## config.mk

```make
export PLATFORM = sky130hd
export DESIGN_NAME = trail_supervision
export DESIGN_NICKNAME = d
export VERILOG_FILES = /design/src/common/trail_pkg.sv /design/src/common/byte_stream_if.sv /design/src/design/event_counter.sv /design/src/design/code_monitor.sv /design/src/design/trail_supervision.sv
export SDC_FILE = /design/constraint.sdc
export NUM_CORES = 1
export LEC_CHECK = 0
export BUFFER_PORTS_ARGS = -buffer_cell sky130_fd_sc_hd__buf_2
export CORE_ASPECT_RATIO = 2
export CORE_MARGIN = 2
export CORE_UTILIZATION = 39
export CTS_CLUSTER_DIAMETER = 100
export DETAILED_ROUTE_END_ITERATION = 8
export GPL_TIMING_DRIVEN = 0
export SETUP_SLACK_MARGIN = 0.1
export SLEW_MARGIN = 10
export SYNTH_ARGS = -nofsm -noshare
export SYNTH_HDL_FRONTEND = slang
export SYNTH_HIERARCHICAL = 1
export SYNTH_SLANG_ARGS = --single-unit
export TNS_END_PERCENT = 50
```

## constraint.sdc

```tcl
create_clock -name clk_sys -period 3.1 [get_ports clk_sys]
set_input_delay 0.465 -clock clk_sys [delete_from_list [all_inputs] [get_ports clk_sys]]
set_output_delay 0.465 -clock clk_sys [all_outputs]
set_load 0.01 [all_outputs]
```

## src/common/trail_pkg.sv

```systemverilog
// shared frame layout and alarm constants for the trail supervision block
package trail_pkg;
	typedef logic [7:0] octet_type;
	// byte positions inside one frame
	localparam logic [7:0] CODE_IDX = 8'h00;
	localparam logic [7:0] K2_IDX = 8'h01;
	localparam logic [7:0] H1_IDX = 8'h02;
	localparam logic [7:0] H2_IDX = 8'h03;
	localparam logic [7:0] REMOTE_IDX = 8'h04;
	// alarm patterns and fields
	localparam octet_type ALL_ONES = 8'hff;
	localparam logic [2:0] K2_ALARM_CODE = 3'h7;
	localparam octet_type K2_NORMAL = 8'h00;
	localparam int RDI_BIT = 7;
	localparam int REI_W = 4;
	localparam logic [2:0] REMOTE_SPARE = 3'h0;
	// reset values
	localparam octet_type OCTET_RESET = 8'h00;
	localparam logic [REI_W-1:0] REI_RESET = 4'h0;
endpackage

```

## src/common/byte_stream_if.sv

```systemverilog
// byte stream with frame start, shared between the trail modules
`timescale 1ns/1ps
`default_nettype none
interface byte_stream_if;
	logic [7:0] data;
	logic sof;
	logic valid;
	modport src (output data, output sof, output valid);
	modport snk (input data, input sof, input valid);
endinterface
`default_nettype wire

```

## src/design/event_counter.sv

```systemverilog
// saturating accumulator for error and violation counts
`timescale 1ns/1ps
`default_nettype none
module event_counter #(
	parameter int W = 16,
	parameter int INC_W = 4
) (
	input wire logic clk_sys, // system clock
	input wire logic sys_rst, // async reset, high
	input wire logic add_en, // add this cycle
	input wire logic [INC_W-1:0] add_val, // amount to add
	output logic [W-1:0] count // running total
);
	logic [W:0] next_sum;
	localparam logic [W-1:0] FULL = '1;

	assign next_sum = {1'b0, count} + {{(W+1-INC_W){1'b0}}, add_val};

	always_ff @(posedge clk_sys or posedge sys_rst) begin
		if (sys_rst) begin
			count <= '0;
		end else if (add_en) begin
			count <= next_sum[W] ? FULL : next_sum[W-1:0];
		end
	end

	property p_no_wrap;
		@(posedge clk_sys) disable iff (sys_rst)
		count == FULL |=> count == FULL;
	endproperty
	a_no_wrap: assert property (p_no_wrap) else $error("counter wrapped");
endmodule
`default_nettype wire

```

## src/design/code_monitor.sv

```systemverilog
// running bit-interleaved parity with check against the carried code byte
`timescale 1ns/1ps
`default_nettype none
module code_monitor (
	input wire logic clk_sys, // system clock
	input wire logic sys_rst, // async reset, high
	byte_stream_if.snk strm, // observed stream, never altered
	output logic [7:0] code, // parity of bytes so far in frame
	output logic checked, // pulse: one frame checked
	output logic [3:0] violations // mismatching bits of last check
);
	logic primed;
	logic [7:0] diff;
	logic [3:0] ones;

	assign diff = strm.data ^ code;

	always_comb begin
		ones = 4'h0;
		for (int i = 0; i < 8; i++) begin
			ones = ones + {3'h0, diff[i]};
		end
	end

	always_ff @(posedge clk_sys or posedge sys_rst) begin
		if (sys_rst) begin
			code <= trail_pkg::OCTET_RESET;
		end else if (strm.valid) begin
			code <= strm.sof ? strm.data : (code ^ strm.data);
		end
	end

	always_ff @(posedge clk_sys or posedge sys_rst) begin
		if (sys_rst) begin
			primed <= 1'b0;
			checked <= 1'b0;
			violations <= trail_pkg::REI_RESET;
		end else begin
			checked <= strm.valid && strm.sof && primed;
			if (strm.valid && strm.sof) begin
				primed <= 1'b1;
				if (primed) begin
					violations <= ones;
				end
			end
		end
	end

	property p_clean_check;
		@(posedge clk_sys) disable iff (sys_rst)
		strm.valid && strm.sof && primed && diff == 8'h00
			|=> checked && violations == 4'h0;
	endproperty
	a_clean_check: assert property (p_clean_check)
		else $error("clean frame flagged");
endmodule
`default_nettype wire

```

## src/design/trail_supervision.sv

```systemverilog
// trail termination sink and source with alarm insertion and remote report
`timescale 1ns/1ps
`default_nettype none
module trail_supervision #(
	parameter int FRAME_LEN = 32,
	parameter logic [7:0] TRIB_FIRST = 8'h08,
	parameter logic [7:0] TRIB_LAST = 8'h0b,
	parameter logic [7:0] PTR_H1 = 8'h60,
	parameter logic [7:0] PTR_H2 = 8'h00,
	parameter int ERR_W = 16
) (
	input wire logic clk_sys, // system clock
	input wire logic sys_rst, // async reset, high
	input wire logic [7:0] rx_data, // received frame byte
	input wire logic rx_sof, // first byte of received frame
	input wire logic rx_valid, // received byte present
	input wire logic loss_of_frame_defect, // framer lost alignment
	input wire logic [7:0] tap_data, // upstream link connection tap
	input wire logic tap_sof, // tap frame start
	input wire logic tap_valid, // tap byte present
	input wire logic [7:0] tx_payload, // payload to send
	input wire logic tx_alarm_in, // payload input carries all ones
	input wire logic tx_ssf_in, // server signal fail with payload
	input wire logic trib_alarm_in, // tributary slot carries all ones
	input wire logic through_connect, // sink output feeds the source
	input wire logic pdh_full_alarm, // send whole line as all ones
	output logic [7:0] rx_out_data, // sink data toward client
	output logic rx_out_sof, // sink frame start
	output logic rx_out_valid, // sink byte present
	output logic server_signal_fail, // sink output is alarm
	output logic ms_alarm_defect, // alarm seen in protection byte
	output logic admin_unit_alarm_defect, // alarm seen in pointer
	output logic loss_of_pointer, // pointer neither valid nor alarm
	output logic tandem_unavailable, // idle tandem not available
	output logic near_end_defect, // local defect status
	output logic [ERR_W-1:0] near_end_errors, // local code violations
	output logic far_end_defect, // remote defect received
	output logic [ERR_W-1:0] far_end_errors, // remote error total
	output logic code_violation, // pulse: frame had mismatches
	output logic tap_violation, // pulse: tap frame had mismatches
	output logic fault_located, // fault between tap and sink
	output logic [7:0] tx_data, // transmitted frame byte
	output logic tx_sof // first byte of transmitted frame
);
	localparam logic [7:0] LAST_IDX = 8'(FRAME_LEN - 1);

	byte_stream_if rx_strm ();
	byte_stream_if tap_strm ();
	byte_stream_if tx_strm ();

	logic [7:0] rx_idx;
	logic [7:0] rx_pos;
	logic [7:0] h1_seen;
	logic local_alarm;
	logic rx_checked;
	logic [3:0] rx_viol;
	logic [7:0] rx_code;
	logic tap_checked;
	logic [3:0] tap_viol;
	logic tap_bad;
	logic line_bad;
	logic [trail_pkg::REI_W-1:0] rei_hold;
	logic fe_add;
	logic [7:0] tx_idx;
	logic [7:0] tx_code;
	logic src_alarm;
	logic [7:0] src_payload;
	logic in_trib;
	logic [7:0] next_tx;

	assign rx_strm.data = rx_data;
	assign rx_strm.sof = rx_sof;
	assign rx_strm.valid = rx_valid;
	assign tap_strm.data = tap_data;
	assign tap_strm.sof = tap_sof;
	assign tap_strm.valid = tap_valid;
	assign tx_strm.data = tx_data;
	assign tx_strm.sof = tx_sof;
	assign tx_strm.valid = 1'b1;

	// sink side: position of the current byte within its frame
	assign rx_pos = rx_sof ? trail_pkg::CODE_IDX : rx_idx;

	always_ff @(posedge clk_sys or posedge sys_rst) begin
		if (sys_rst) begin
			rx_idx <= trail_pkg::CODE_IDX;
		end else if (rx_valid) begin
			if (rx_sof) begin
				rx_idx <= 8'h01;
			end else if (rx_idx != 8'hff) begin
				rx_idx <= rx_idx + 8'h01;
			end
		end
	end

	// code check on the received stream
	code_monitor u_rx_check (
		.clk_sys(clk_sys),
		.sys_rst(sys_rst),
		.strm(rx_strm),
		.code(rx_code),
		.checked(rx_checked),
		.violations(rx_viol)
	);

	// non-intrusive monitor at the end of the upstream link connection
	code_monitor u_tap_check (
		.clk_sys(clk_sys),
		.sys_rst(sys_rst),
		.strm(tap_strm),
		.code(),
		.checked(tap_checked),
		.violations(tap_viol)
	);

	// overhead byte detectors, each refreshed once per frame
	always_ff @(posedge clk_sys or posedge sys_rst) begin
		if (sys_rst) begin
			ms_alarm_defect <= 1'b0;
			h1_seen <= trail_pkg::OCTET_RESET;
			admin_unit_alarm_defect <= 1'b0;
			loss_of_pointer <= 1'b0;
		end else if (rx_valid) begin
			if (rx_pos == trail_pkg::K2_IDX) begin
				ms_alarm_defect <= rx_data[2:0] == trail_pkg::K2_ALARM_CODE;
			end
			if (rx_pos == trail_pkg::H1_IDX) begin
				h1_seen <= rx_data;
			end
			if (rx_pos == trail_pkg::H2_IDX) begin
				admin_unit_alarm_defect <= h1_seen == trail_pkg::ALL_ONES
					&& rx_data == trail_pkg::ALL_ONES;
				loss_of_pointer <= !(h1_seen == trail_pkg::ALL_ONES
					&& rx_data == trail_pkg::ALL_ONES)
					&& !(h1_seen == PTR_H1 && rx_data == PTR_H2);
			end
		end
	end

	// framer loss of frame plus the protection and pointer alarms found here trigger insertion; loss of pointer does not
	assign local_alarm = loss_of_frame_defect || ms_alarm_defect
		|| admin_unit_alarm_defect;

	// all-ones replacement of every byte while a defect lasts
	always_ff @(posedge clk_sys or posedge sys_rst) begin
		if (sys_rst) begin
			rx_out_data <= trail_pkg::OCTET_RESET;
			rx_out_sof <= 1'b0;
			rx_out_valid <= 1'b0;
			server_signal_fail <= 1'b0;
		end else begin
			rx_out_data <= local_alarm ? trail_pkg::ALL_ONES : rx_data;
			rx_out_sof <= rx_sof;
			rx_out_valid <= rx_valid;
			server_signal_fail <= local_alarm;
		end
	end

	// near-end and far-end performance kept apart
	always_ff @(posedge clk_sys or posedge sys_rst) begin
		if (sys_rst) begin
			near_end_defect <= 1'b0;
			far_end_defect <= 1'b0;
			tandem_unavailable <= 1'b0;
		end else begin
			near_end_defect <= local_alarm;
			tandem_unavailable <= loss_of_pointer || admin_unit_alarm_defect;
			if (rx_valid && rx_pos == trail_pkg::REMOTE_IDX) begin
				far_end_defect <= rx_data[trail_pkg::RDI_BIT];
			end
		end
	end

	assign fe_add = rx_valid && rx_pos == trail_pkg::REMOTE_IDX;

	event_counter #(.W(ERR_W), .INC_W(4)) u_ne_count (
		.clk_sys(clk_sys),
		.sys_rst(sys_rst),
		.add_en(rx_checked),
		.add_val(rx_viol),
		.count(near_end_errors)
	);

	event_counter #(.W(ERR_W), .INC_W(4)) u_fe_count (
		.clk_sys(clk_sys),
		.sys_rst(sys_rst),
		.add_en(fe_add),
		.add_val(rx_data[trail_pkg::REI_W-1:0]),
		.count(far_end_errors)
	);

	// per-frame verdicts for fault localisation
	always_ff @(posedge clk_sys or posedge sys_rst) begin
		if (sys_rst) begin
			code_violation <= 1'b0;
			tap_violation <= 1'b0;
			line_bad <= 1'b0;
			tap_bad <= 1'b0;
			fault_located <= 1'b0;
			rei_hold <= trail_pkg::REI_RESET;
		end else begin
			code_violation <= rx_checked && rx_viol != 4'h0;
			tap_violation <= tap_checked && tap_viol != 4'h0;
			if (rx_checked) begin
				line_bad <= rx_viol != 4'h0;
				rei_hold <= rx_viol;
			end
			if (tap_checked) begin
				tap_bad <= tap_viol != 4'h0;
			end
			fault_located <= line_bad && !tap_bad;
		end
	end

	// source side: free-running frame position
	always_ff @(posedge clk_sys or posedge sys_rst) begin
		if (sys_rst) begin
			tx_idx <= trail_pkg::CODE_IDX;
		end else begin
			tx_idx <= (tx_idx == LAST_IDX) ? trail_pkg::CODE_IDX
				: tx_idx + 8'h01;
		end
	end

	// parity of what actually leaves, alarms included
	code_monitor u_tx_code (
		.clk_sys(clk_sys),
		.sys_rst(sys_rst),
		.strm(tx_strm),
		.code(tx_code),
		.checked(),
		.violations()
	);

	// through connection turns the sink alarm into the pointer alarm
	assign src_alarm = through_connect ? server_signal_fail
		: (tx_alarm_in && tx_ssf_in);
	assign src_payload = through_connect ? rx_out_data : tx_payload;
	assign in_trib = tx_idx >= TRIB_FIRST && tx_idx <= TRIB_LAST;

	always_comb begin
		next_tx = src_payload;
		case (tx_idx)
			trail_pkg::CODE_IDX: begin
				next_tx = tx_code ^ tx_data;
			end
			trail_pkg::K2_IDX: begin
				next_tx = trail_pkg::K2_NORMAL;
			end
			trail_pkg::H1_IDX: begin
				next_tx = src_alarm ? trail_pkg::ALL_ONES : PTR_H1;
			end
			trail_pkg::H2_IDX: begin
				next_tx = src_alarm ? trail_pkg::ALL_ONES : PTR_H2;
			end
			trail_pkg::REMOTE_IDX: begin
				next_tx = {near_end_defect, trail_pkg::REMOTE_SPARE, rei_hold};
			end
			default: begin
				if (src_alarm || (trib_alarm_in && in_trib)) begin
					next_tx = trail_pkg::ALL_ONES;
				end
			end
		endcase
		if (pdh_full_alarm) begin
			next_tx = trail_pkg::ALL_ONES;
		end
	end

	always_ff @(posedge clk_sys or posedge sys_rst) begin
		if (sys_rst) begin
			tx_data <= trail_pkg::OCTET_RESET;
			tx_sof <= 1'b0;
		end else begin
			tx_data <= next_tx;
			tx_sof <= tx_idx == trail_pkg::CODE_IDX;
		end
	end

	property p_alarm_fill;
		@(posedge clk_sys) disable iff (sys_rst)
		local_alarm |=> rx_out_data == trail_pkg::ALL_ONES;
	endproperty
	a_alarm_fill: assert property (p_alarm_fill)
		else $error("alarm not filled with ones");

	property p_release;
		@(posedge clk_sys) disable iff (sys_rst)
		!local_alarm |=> rx_out_data == $past(rx_data) && !server_signal_fail;
	endproperty
	a_release: assert property (p_release)
		else $error("data not released after defect");

	property p_ssf_tracks;
		@(posedge clk_sys) disable iff (sys_rst)
		server_signal_fail |-> rx_out_data == trail_pkg::ALL_ONES;
	endproperty
	a_ssf_tracks: assert property (p_ssf_tracks)
		else $error("server fail without alarm data");

	property p_lof;
		@(posedge clk_sys) disable iff (sys_rst)
		loss_of_frame_defect |=> server_signal_fail ##0 near_end_defect;
	endproperty
	a_lof: assert property (p_lof)
		else $error("loss of frame not alarmed");

	property p_k2;
		@(posedge clk_sys) disable iff (sys_rst)
		rx_valid && rx_pos == trail_pkg::K2_IDX && rx_data[2:0] == 3'h7
			|=> ms_alarm_defect ##1 server_signal_fail;
	endproperty
	a_k2: assert property (p_k2)
		else $error("protection byte alarm missed");

	property p_pointer;
		@(posedge clk_sys) disable iff (sys_rst)
		rx_valid && rx_pos == trail_pkg::H2_IDX && h1_seen == 8'hff
			&& rx_data == 8'hff |=> admin_unit_alarm_defect && !loss_of_pointer;
	endproperty
	a_pointer: assert property (p_pointer)
		else $error("pointer alarm missed");

	property p_rdi;
		@(posedge clk_sys) disable iff (sys_rst)
		tx_idx == trail_pkg::REMOTE_IDX && !pdh_full_alarm
			|=> tx_data[7] == $past(near_end_defect)
			&& tx_data[3:0] == $past(rei_hold);
	endproperty
	a_rdi: assert property (p_rdi)
		else $error("remote indicator byte wrong");

	property p_au_alarm;
		@(posedge clk_sys) disable iff (sys_rst)
		tx_idx == trail_pkg::H1_IDX && src_alarm
			|=> tx_data == 8'hff ##1 tx_data == 8'hff || $past(pdh_full_alarm);
	endproperty
	a_au_alarm: assert property (p_au_alarm)
		else $error("admin unit alarm not sent");

	property p_k2_valid;
		@(posedge clk_sys) disable iff (sys_rst)
		tx_idx == trail_pkg::K2_IDX && !pdh_full_alarm
			|=> tx_data == trail_pkg::K2_NORMAL;
	endproperty
	a_k2_valid: assert property (p_k2_valid)
		else $error("section overhead lost under alarm");
endmodule
`default_nettype wire

```

==> results.txt, run 1 <==
The sequential cell area is 0.00315 mm^2. Fill cells in the final layout number 1664. Along the worst path, the maximum fanout reaches 2. The final critical path time including I/O delays and setup came out at 3160 ps. Power comes to 0.00612 W. The initial antenna violation count came out at 0.

The tightest min-delay check is of the in -> reg type. The actual transition at the worst max-transition pin came out at 999 ps. The signal on the critical path passes through xor2_1, fa_1, inv_1, fa_1, fa_1, inv_1, ha_2, inv_1, fa_2, xnor2_1, mux2_2. The startpoint of the lowest-slack register-to-register path is u_tap_check/code[0]. The portion of total power attributed to combinational logic came out at 28.1%. Compared with the post-synthesis result, the final layout area differs by 21.3%. The worst setup path category is reg -> reg.

The flow ran to the end, but the final reports show violations. The total clock sinks is 126. Routability-driven placement finished with a final weighted congestion of 0.815.

The final-layout worst hold slack came out at 220 ps. The number of slew-limit violations in the final report is 0. Net switching is 31.3% of the power.

The minimum setup slack among reg-to-reg paths is -60 ps. The maximum number of pins on one net before global-route repair came out at 36. The number of global-route vias before repair was 5454. The clock input transition at the sequential cells of the worst setup and hold paths came out at 60 ps. For the worst setup path, the data arrival time is 3450 ps. The instance count of the mapped netlist came out at 643. The DRC marker count from the first detailed-route iteration came out at 202.

TritonCTS built the clock tree. Internal power comes to 0.00420 W. The max-cap check violation count is 0.

The final layout contains routed wiring with a total length of 15.6 mm. The maximum number of buffers from clock root to sink is 2. Summing over every cut layer, the via total after detailed routing is 5350. The initial core utilization came out at 39.4%. The first element of the critical path is u_tap_check/code[0]. The clock network power share came out at 34.5%. The total number of placement rows came out at 69. The fmax is 317 MHz.

Summing all multi-input logic gate instances after layout gives 0.00348 mm^2. The die covers 0.0190 mm^2. The worst hold endpoint is rx_out_sof. The routed length per placed instance is 15.7 um.

The fraction of final layout cells with drive strength greater than 1 came out at 27.0%. The core region is 0.0176 mm^2. The number of clock buffers added by TritonCTS is 17. The global routing usage summed across all routing layers came out at 16.9%.

In this run the vertical extent of the chip is 193 um. A synthesized cell averages 10.8 um^2. In this run the critical register-to-register path is captured at u_tap_check/violations[2]. The checks that failed: negative setup slack. The clock insertion delay at the later pin of the skew report is 410 ps. The static leakage power is 3.87 nW. The normalized max-slew margin came out at 32.9%. Setup repair after global routing could not meet its margin everywhere. The delay contributed by the slowest stage of the critical path came out at 540 ps. The wire-length estimate of the detail-placed layout is 11.2 mm. The tree is rooted in a clkbuf_16. For this design the total switching power over the nets is 0.00192 W. The number of routed nets with antenna violations came out at 0. The wire length of the first global-routing pass came out at 26.1 mm. The synthesis warning total came out at 6. The horizontal die dimension is 98.4 um. STA classifies the critical path startpoint as a register. The largest voltage drop on the vdd net is 0.000463 V. For this design the ratio of total power to cell area is 726 mW/mm^2. The cell area that synthesis handed to floorplanning was 0.00695 mm^2. The core occupancy in the finished layout is 47.8%. In the routed layout, each cell is associated on average with a via count of 5.40. STA classifies the critical path endpoint as a register. The slowest stage of the critical path belongs to the cell fa_1. The depth of the worst hold-timing path is 1. The total count of hold-check failures in the final report came out at 0. The sequential group share of total power is 37.4%.

The startpoint identified for the worst hold timing path is rx_sof. The detailed-router iteration count before antenna repair is 4. The largest clock skew in the final design came out at 10.4 ps.

Setup violations remaining at the end of the flow were counted as 2. Port buffering added 94 buffers. For the worst setup path, the data required time is 3390 ps. After detailed routing, the number of remaining DRC violations is 0. The number of cell instances on the worst register-to-register path came out at 11. The final period utilization came out at 102%.

The minimum setup slack in the final design is -57.1 ps. The cell family contributing the most delay on the critical path is adder cells. The count of H-tree levels built during CTS came out at 4.

The remaining global-route overflow is 0. The worst path buffer plus inverter count came out at 3. The number of nets in the layout came out at 829. The antenna cell count is 0.

The number of I/O pins came out at 97.
==> layout by cell type (no fill, tap or decap), types with 10 or more instances in the layout <==
cell type	instances
a21oi_1	18
a32o_1	15
and3_1	10
buf_2	94
buf_4	21
clkbuf_16	17
dfrtp_1	126
ha_1	18
inv_1	41
mux2_2	16
nand2_1	39
nand2b_1	27
nand3_1	23
nand4_1	10
nor2_1	14
nor2b_1	14
nor3_1	10
o21ai_0	41
xnor2_1	26
xor2_1	16
==> layer usage <==
| metal | track usage, % | wire length, um | vias to the layer above |
|---|---|---|---|
| met2 | 28.2 | 7710 | 127 |
| met3 | 3.08 | 635 | 18 |
| met1 | 21.5 | 6960 | 2635 |
| li1 | - | - | 2570 |
| met4 | 6.74 | 248 | 0 |
| met5 | 0 | 0 | - |
==> power groups by stage <==
stage | logic (W) | registers, W | clock network, W
3_3_place_gp | 0.00164 | 0.00230 | 0
4_1_cts | 0.00174 | 0.00229 | 0.00216
2_1_floorplan | 0.00120 | 0.00230 | 0
5_1_grt | 0.00197 | 0.00233 | 0.00222
6_report | 0.00172 | 0.00229 | 0.00211
3_5_place_dp | 0.00171 | 0.00231 | 0
==> flip-flops by register name (all words and copies together), names as in the netlist, 4 cells and up <==
| signal | cells |
|---|---|
| u_fe_count/count | 16 |
| u_ne_count/count | 16 |
| h1_seen | 8 |
| rx_idx | 8 |
| rx_out_data | 8 |
| tx_data | 8 |
| tx_idx | 8 |
| u_rx_check/code | 8 |
| u_tap_check/code | 8 |
| u_tx_code/code | 8 |
| rei_hold | 4 |
| u_rx_check/violations | 4 |
| u_tap_check/violations | 4 |
==> area by class of cell <==
class | count | share of cell area (%)
clock inverters | 14 | 2.26
flip-flops and latches | 126 | 37.4
well taps | 213 | 3.16
repair buffers | 101 | 6.62
plain buffers | 27 | 2.14
clock buffers | 18 | 5.21
multi-input cells | 449 | 41.3
inverters | 42 | 1.87
==> through the flow <==
step | setup slack, ps | TNS (ps) | cells | area (um^2)
after floorplan | -51.4 | -103 | 644 | 6960
after global placement | -334 | -933 | 951 | 7690
after detailed placement | -353 | -999 | 953 | 7740
after CTS | -66.1 | -127 | 990 | 8410
after global routing | -229 | -515 | 990 | 8430
final | -57.1 | -108 | 990 | 8430
==> how the worst max path moves through the flow <==
| stage | endpoint | cells past startpoint |
|---|---|---|
| finish | u_tap_check/violations[2] | 11 |
| global route | u_tap_check/violations[2] | 11 |
| CTS | u_rx_check/violations[2] | 11 |
| detailed placement | u_rx_check/violations[2] | 12 |
| global placement | u_rx_check/violations[2] | 12 |
| floorplan | u_rx_check/violations[2] | 11 |
==> repair_timing <==
item,4_1_cts,5_1_grt
buffers inserted,4,0
hold endpoints to repair,2,0
pin swaps,0,0
gates resized for setup,0,3
cloned,0,0
setup endpoints to repair,4,5
hold buffers,1,0
Note: power is estimated with default switching activity, not from simulation.
==> inputs of run 2 (changes only) <==
--- a/config.mk
+++ b/config.mk
@@ -12,6 +12,7 @@
 export CTS_CLUSTER_DIAMETER = 100
 export DETAILED_ROUTE_END_ITERATION = 8
 export GPL_TIMING_DRIVEN = 0
+export MAX_ROUTING_LAYER = met4
 export SETUP_SLACK_MARGIN = 0.1
 export SLEW_MARGIN = 10
 export SYNTH_ARGS = -nofsm -noshare
==> results.txt, run 2 (same netlist as run 1, synthesis figures left out) <==
The run finished, with violations left. The checks that failed: negative setup slack. The met2 wire length was 7.70 mm (about the same).

The fmax is 317 MHz (about the same). The worst hold path terminates at rx_out_sof. The worst setup path is of the reg -> reg kind. The static leakage power was 3.87 nW (unchanged). The layout overhead on the synthesized area was 21.3% (unchanged). The clock input transition at the sequential cells of the worst setup and hold paths is 60 ps (about the same). The number of routed nets with antenna violations came out at 0 (unchanged).

The total placed cells including tap cells is 953 (unchanged). The DRC marker count from the first detailed-route iteration is 213 (+5.4%). The core occupancy in the finished layout is 47.8% (unchanged). The data arrival time of the worst path came out at 3450 ps (about the same).

The setup TNS is -103 ps (+4.77 ps). The count of H-tree levels built during CTS came to 4 (unchanged). The overall routed net length came out at 15.6 mm (+0.15%). The total vias in the final route is 5339 (-0.21%). The total power density per cell area came to 726 mW/mm^2 (about the same). The actual transition at the worst max-transition pin is 993 ps (-5.74 ps).

The maximum number of pins on one net before global-route repair is 36 (unchanged). The wire length on met1 is 7.01 mm (+0.68%). The remaining global-route overflow is 0 (unchanged). In this run the top signal layer used is met4.

The final critical path time including I/O delays and setup came to 3160 ps (-1.38 ps). TritonCTS built the clock tree. The initial antenna violation count was 0 (unchanged). The count of non-filler cells in the finished layout came out at 990 (unchanged).

The area of all placed cells without fillers is 0.00843 mm^2 (unchanged). The largest registers in the layout are u_fe_count/count: 16 flops, u_ne_count/count: 16 flops. The minimum setup slack among reg-to-reg paths is -60 ps (about the same). STA classifies the critical path endpoint as a register. The residual DRC count is 0 (unchanged). The startpoint of the lowest-slack register-to-register path is u_tap_check/code[0]. The detailed-placement wirelength estimate is 11.2 mm (unchanged).

In this run the critical register-to-register path is captured at u_tap_check/violations[2]. The final period utilization came out at 102% (about the same). The wire length of the first global-routing pass is 26.1 mm (about the same). The routed length per placed instance came out at 15.7 um (+0.15%). The initial core utilization is 39.4% (unchanged). The normalized max-slew margin is 33.3% (+0.39 points).

The total number of placement rows is 69 (unchanged). The final RePlAce weighted congestion came out at 0.827 (+1.5%). The total count of hold-check failures in the final report came out at 0 (unchanged). The total clock sinks is 126 (unchanged). The largest voltage drop on the vdd net came to 0.000465 V (+0.42%). The placement-stage cell area came out at 0.00774 mm^2 (unchanged). The number of fill cells in the layout is 1664 (unchanged). The met3 wirelength from detailed routing is 607 um (-4.4%). The minimum setup slack in the final design was -55.7 ps (+1.38 ps). The final-layout worst hold slack was 224 ps (+3.40 ps).

In this run the most critical hold path is launched from rx_sof. The largest clock skew in the final design came out at 8.70 ps (-1.71 ps). The largest driver fanout on the critical path is 2 (unchanged). The fraction of final layout cells with drive strength greater than 1 came to 27.0% (unchanged). The maximum number of buffers from clock root to sink came out at 2 (unchanged). The antenna cell count is 0 (unchanged).

STA classifies the critical path startpoint as a register. Setup repair after global routing could not meet its margin everywhere. The CTS buffer count is 17 (unchanged). The standard cell core area was 0.0176 mm^2 (unchanged). The detailed-router iteration count before antenna repair was 4 (unchanged). The number of cell instances on the worst register-to-register path is 11 (unchanged).

The number of buffers added on ports is 94 (unchanged). The number of slew-limit violations in the final report came out at 0 (unchanged). The depth of the worst hold-timing path is 1 (unchanged).

The number of global-route vias before repair came out at 5463 (+0.17%). The min-delay analysis places its worst path in the category in -> reg. The die span in y came out at 193 um (unchanged). The library cell used most frequently in the layout, excluding fill and tap cells, is dfrtp_1. The floorplan die area is 0.0190 mm^2 (unchanged). The mean number of vias per cell came out at 5.39 (-0.21%). The max-cap check violation count was 0 (unchanged). The global routing usage summed across all routing layers came out at 17.3% (+0.50 points). The root buffer cell chosen for the clock tree is clkbuf_16.

The number of I/O pins is 97 (unchanged). The first element of the critical path is u_tap_check/code[0]. The count of endpoints failing setup in the final report is 2 (unchanged). The clock insertion delay at the later pin of the skew report is 410 ps (about the same). In the layout the commonest cells are dfrtp_1, buf_2, inv_1, o21ai_0, nand2_1.

The horizontal die dimension came to 98.4 um (unchanged). The critical path data required time is 3390 ps (about the same). The number of nets in the layout came out at 829 (unchanged).
==> run 2: worst max path at each step <==
stage	to	slack (ps)	cells after the start
after detailed placement	u_rx_check/violations[2]	-350	12
after CTS	u_rx_check/violations[2]	-70	11
after global routing	u_tap_check/violations[2]	-230	11
after floorplan	u_rx_check/violations[2]	-50	11
final	u_tap_check/violations[2]	-60	11
after global placement	u_rx_check/violations[2]	-330	12
==> run 2: area by class of cell <==
class / instances / area [um^2] / share of cell area (%)
Multi-Input combinational cell: 449 / 3480 / 41.3
Sequential cell: 126 / 3150 / 37.4
Clock inverter: 14 / 190 / 2.26
Inverter: 42 / 158 / 1.87
Timing Repair Buffer: 101 / 558 / 6.62
Clock buffer: 18 / 439 / 5.21
Buffer: 27 / 180 / 2.14
Tap cell: 213 / 267 / 3.16
==> run 2: critical path, stage by stage (launching register included) <==
cell and delay [ps]:
dfrtp_1 390, xor2_1 170, fa_1 530, inv_1 50
fa_1 490, fa_1 420, inv_1 70, ha_2 170
inv_1 50, fa_2 330, xnor2_1 130, mux2_2 250
==> run 2: per-layer routing <==
metal  up-vias  track usage [%]
met5         -                -
met2       135             28.2
met4         0             6.43
met3        22             3.15
li1       2564                -
met1      2618             21.7
==> run 2: report_power, final <==
group / internal, W / switching (W) / total, W / leakage [nW]
registers: 0.00198 / 0.000304 / 0.00229 / 1.55
clock network: 0.00137 / 0.000747 / 0.00211 / 0.295
logic: 0.000852 / 0.000869 / 0.00172 / 2.03
==> run 2: timing repair <==
item                                    4_1_cts  5_1_grt
setup buffers                                 4        0
hold endpoints to repair                      2        0
hold buffers                                  1        0
gates resized for setup                       0        3
endpoints found under the setup margin        4        5
==> run 2: through the flow <==
stage	total power (W)	setup WS [ps]
2_1_floorplan	0.00350	-51.4
6_report	0.00612	-55.7
4_1_cts	0.00619	-66.1
3_3_place_gp	0.00394	-334
3_5_place_dp	0.00402	-353
5_1_grt	0.00653	-229
==> inputs of run 3 (changes only) <==
--- a/config.mk
+++ b/config.mk
@@ -13,6 +13,7 @@
 export DETAILED_ROUTE_END_ITERATION = 8
 export GPL_TIMING_DRIVEN = 0
 export MAX_ROUTING_LAYER = met4
+export REMOVE_ABC_BUFFERS = 1
 export SETUP_SLACK_MARGIN = 0.1
 export SLEW_MARGIN = 10
 export SYNTH_ARGS = -nofsm -noshare
==> results.txt, run 3 (same netlist as run 1, synthesis figures left out) <==
The flow ran to the end, but the final reports show violations. The final reports fail on negative setup slack. The number of I/O pins is 97 (unchanged). The final critical path time including I/O delays and setup is 3190 ps (+38.5 ps). The max-cap check violation count came out at 0 (unchanged).

The largest registers in the layout are u_fe_count/count: 16 flops, u_ne_count/count: 16 flops. The total clock sinks came to 126 (unchanged). The DRC marker count from the first detailed-route iteration came out at 207 (-2.8%).

The detailed-placement wirelength estimate came out at 10.4 mm (-7.1%). The largest voltage drop on the vdd net is 0.000459 V (-1.4%). The total number of placement rows was 69 (unchanged).

The standard cell core area came out at 0.0176 mm^2 (unchanged). The mean number of vias per cell is 5.41 (+0.33%). For this design, the slowest cell found on the critical path is fa_1. The total placed cells including tap cells came out at 926 (-2.8%). The wire length of the first global-routing pass is 25.0 mm (-4.4%).

The total power density per cell area came to 714 mW/mm^2 (-1.7%). The data arrival time of the worst path came out at 3480 ps (+30 ps). The clock insertion delay at the later pin of the skew report was 400 ps (about the same). The area of all placed cells without fillers came out at 0.00817 mm^2 (-3.1%). The count of endpoints failing setup in the final report is 2 (unchanged).

The placement-stage cell area came out at 0.00752 mm^2 (-2.8%). TritonCTS built the clock tree. The final RePlAce weighted congestion is 0.802 (-3.0%). The worst path buffer plus inverter count is 3 (unchanged).

The minimum setup slack in the final design came out at -94.2 ps (-38.5 ps). Traced cell by cell, the critical path runs through xor2_2, fa_1, inv_2, fa_1, fa_1, inv_1, ha_2, inv_2, fa_2, xnor2_1, mux2_2. The CTS buffer count came out at 17 (unchanged). The number of global-route vias before repair is 4989 (-8.7%). The initial core utilization is 39.4% (unchanged). The actual transition at the worst max-transition pin is 1010 ps (+15.2 ps). The largest driver fanout on the critical path was 2 (unchanged).

The number of buffers added on ports is 96 (+2.1%). The overall routed net length is 14.7 mm (-5.7%). The final period utilization came out at 103% (+1.2 points).

The global routing usage summed across all routing layers came to 16.5% (-0.80 points). The maximum number of pins on one net before global-route repair came to 59 (+64%). The count of non-filler cells in the finished layout came to 967 (-2.3%). The total count of hold-check failures in the final report came out at 0 (unchanged). In the layout the commonest cells are dfrtp_1, buf_2, o21ai_0.

The fraction of final layout cells with drive strength greater than 1 is 26.3% (-0.77 points). The residual DRC count was 0 (unchanged). Leaving out fill and tap cells, the most frequent cell in the layout is dfrtp_1. The number of nets in the layout came out at 806 (-2.8%). The remaining global-route overflow is 0 (unchanged). Counting stages on the worst path, the most repeated cell is fa_1. The final-layout worst hold slack came to 108 ps (-115 ps). The total vias in the final route is 5232 (-2.0%). The launching element type of the critical path is a register. The endpoint kind of the worst setup timing path is a register. The normalized max-slew margin was 32.3% (-1.0 points). Broken down by cell family, the worst path's largest delay share belongs to adder cells. The largest clock skew in the final design is 9.31 ps (+0.613 ps). The horizontal die dimension came out at 98.4 um (unchanged). The floorplan die area is 0.0190 mm^2 (unchanged). The count of hold buffers inserted by post-cts repair came out at 0 (-1). The fmax is 313 MHz (-1.2%). The static leakage power is 3.74 nW (-3.3%). The number of routed nets with antenna violations came out at 0 (unchanged). The maximum number of buffers from clock root to sink is 2 (unchanged). The count of H-tree levels built during CTS is 4 (unchanged). The detailed-router iteration count before antenna repair came to 5 (+1). The clock root buffer is clkbuf_16. Setup repair after global routing could not meet its margin everywhere. In this run the worst hold path is classified as in -> async. The clock input transition at the sequential cells of the worst setup and hold paths came out at 60 ps (about the same). The number of fill cells in the layout came out at 1691 (+1.6%).

The critical path in this run is classified as reg -> reg. The number of slew-limit violations in the final report came out at 0 (unchanged). The antenna cell count came out at 0 (unchanged). The initial antenna violation count is 0 (unchanged).

The critical path data required time came out at 3380 ps (about the same). The routed length per placed instance is 15.2 um (-3.5%). Relative to the synthesized area, the layout overhead comes to 17.6%. The delay contributed by the slowest stage of the critical path is 560 ps (+30 ps). The die span in y came out at 193 um (unchanged).
-- run 3: worst paths after layout --
kind	start	end	slack, ps	cells past startpoint
worst min-delay path	sys_rst	u_tx_code/code[5]	110	2
max in group asynchronous	sys_rst	h1_seen[1]	2350	2
worst min register to register	tap_bad	fault_located	450	1
min in group clk_sys	pdh_full_alarm	tx_data[5]	310	3
worst max register to register	u_rx_check/code[0]	u_rx_check/violations[2]	-90	11
worst max-delay path	u_rx_check/code[0]	u_rx_check/violations[2]	-90	11
-- run 3: metrics by stage --
| stage | TNS, ps | util [%] | total power (W) | setup WS [ps] |
|---|---|---|---|---|
| 2_1_floorplan | -386 | - | 0.00346 | -185 |
| 3_3_place_gp | -6840 | 42.7 | 0.00392 | -505 |
| 3_5_place_dp | -7380 | 42.7 | 0.00398 | -516 |
| 4_1_cts | -190 | 46.1 | 0.00589 | -109 |
| 5_1_grt | -645 | 46.4 | 0.00625 | -246 |
| 6_report | -155 | 46.4 | 0.00583 | -94.2 |
-- run 3: area by class of cell --
cell class / count / area, um^2 / share of cell area, %
sequential: 126 / 3150 / 38.6
clock inverter: 13 / 116 / 1.42
multi-input combinational: 449 / 3490 / 42.7
inverter: 42 / 160 / 1.96
timing repair buffer: 105 / 548 / 6.71
clock buffer: 19 / 433 / 5.30
tap: 213 / 267 / 3.26
-- run 3: report_power, final --
part	switching, W	internal [W]
clock network	0.000730	0.00110
logic	0.000863	0.000839
registers	0.000314	0.00198
total	0.00191	0.00392
-- run 3: routing by layer --
metal	global-route usage (%)	vias to the layer above	part of all wire, %
met5	-	-	0
li1	-	2527	-
met3	3.84	16	4.5
met1	22.2	2563	46
met4	4.58	0	1.3
met2	25.4	126	48
-- run 3: what timing repair did --
| item | 4_1_cts | 5_1_grt |
|---|---|---|
| setup buffers | 4 | 5 |
| pin swaps | 6 | 1 |
| endpoints found under the setup margin | 18 | 14 |
| gates resized for setup | 6 | 3 |
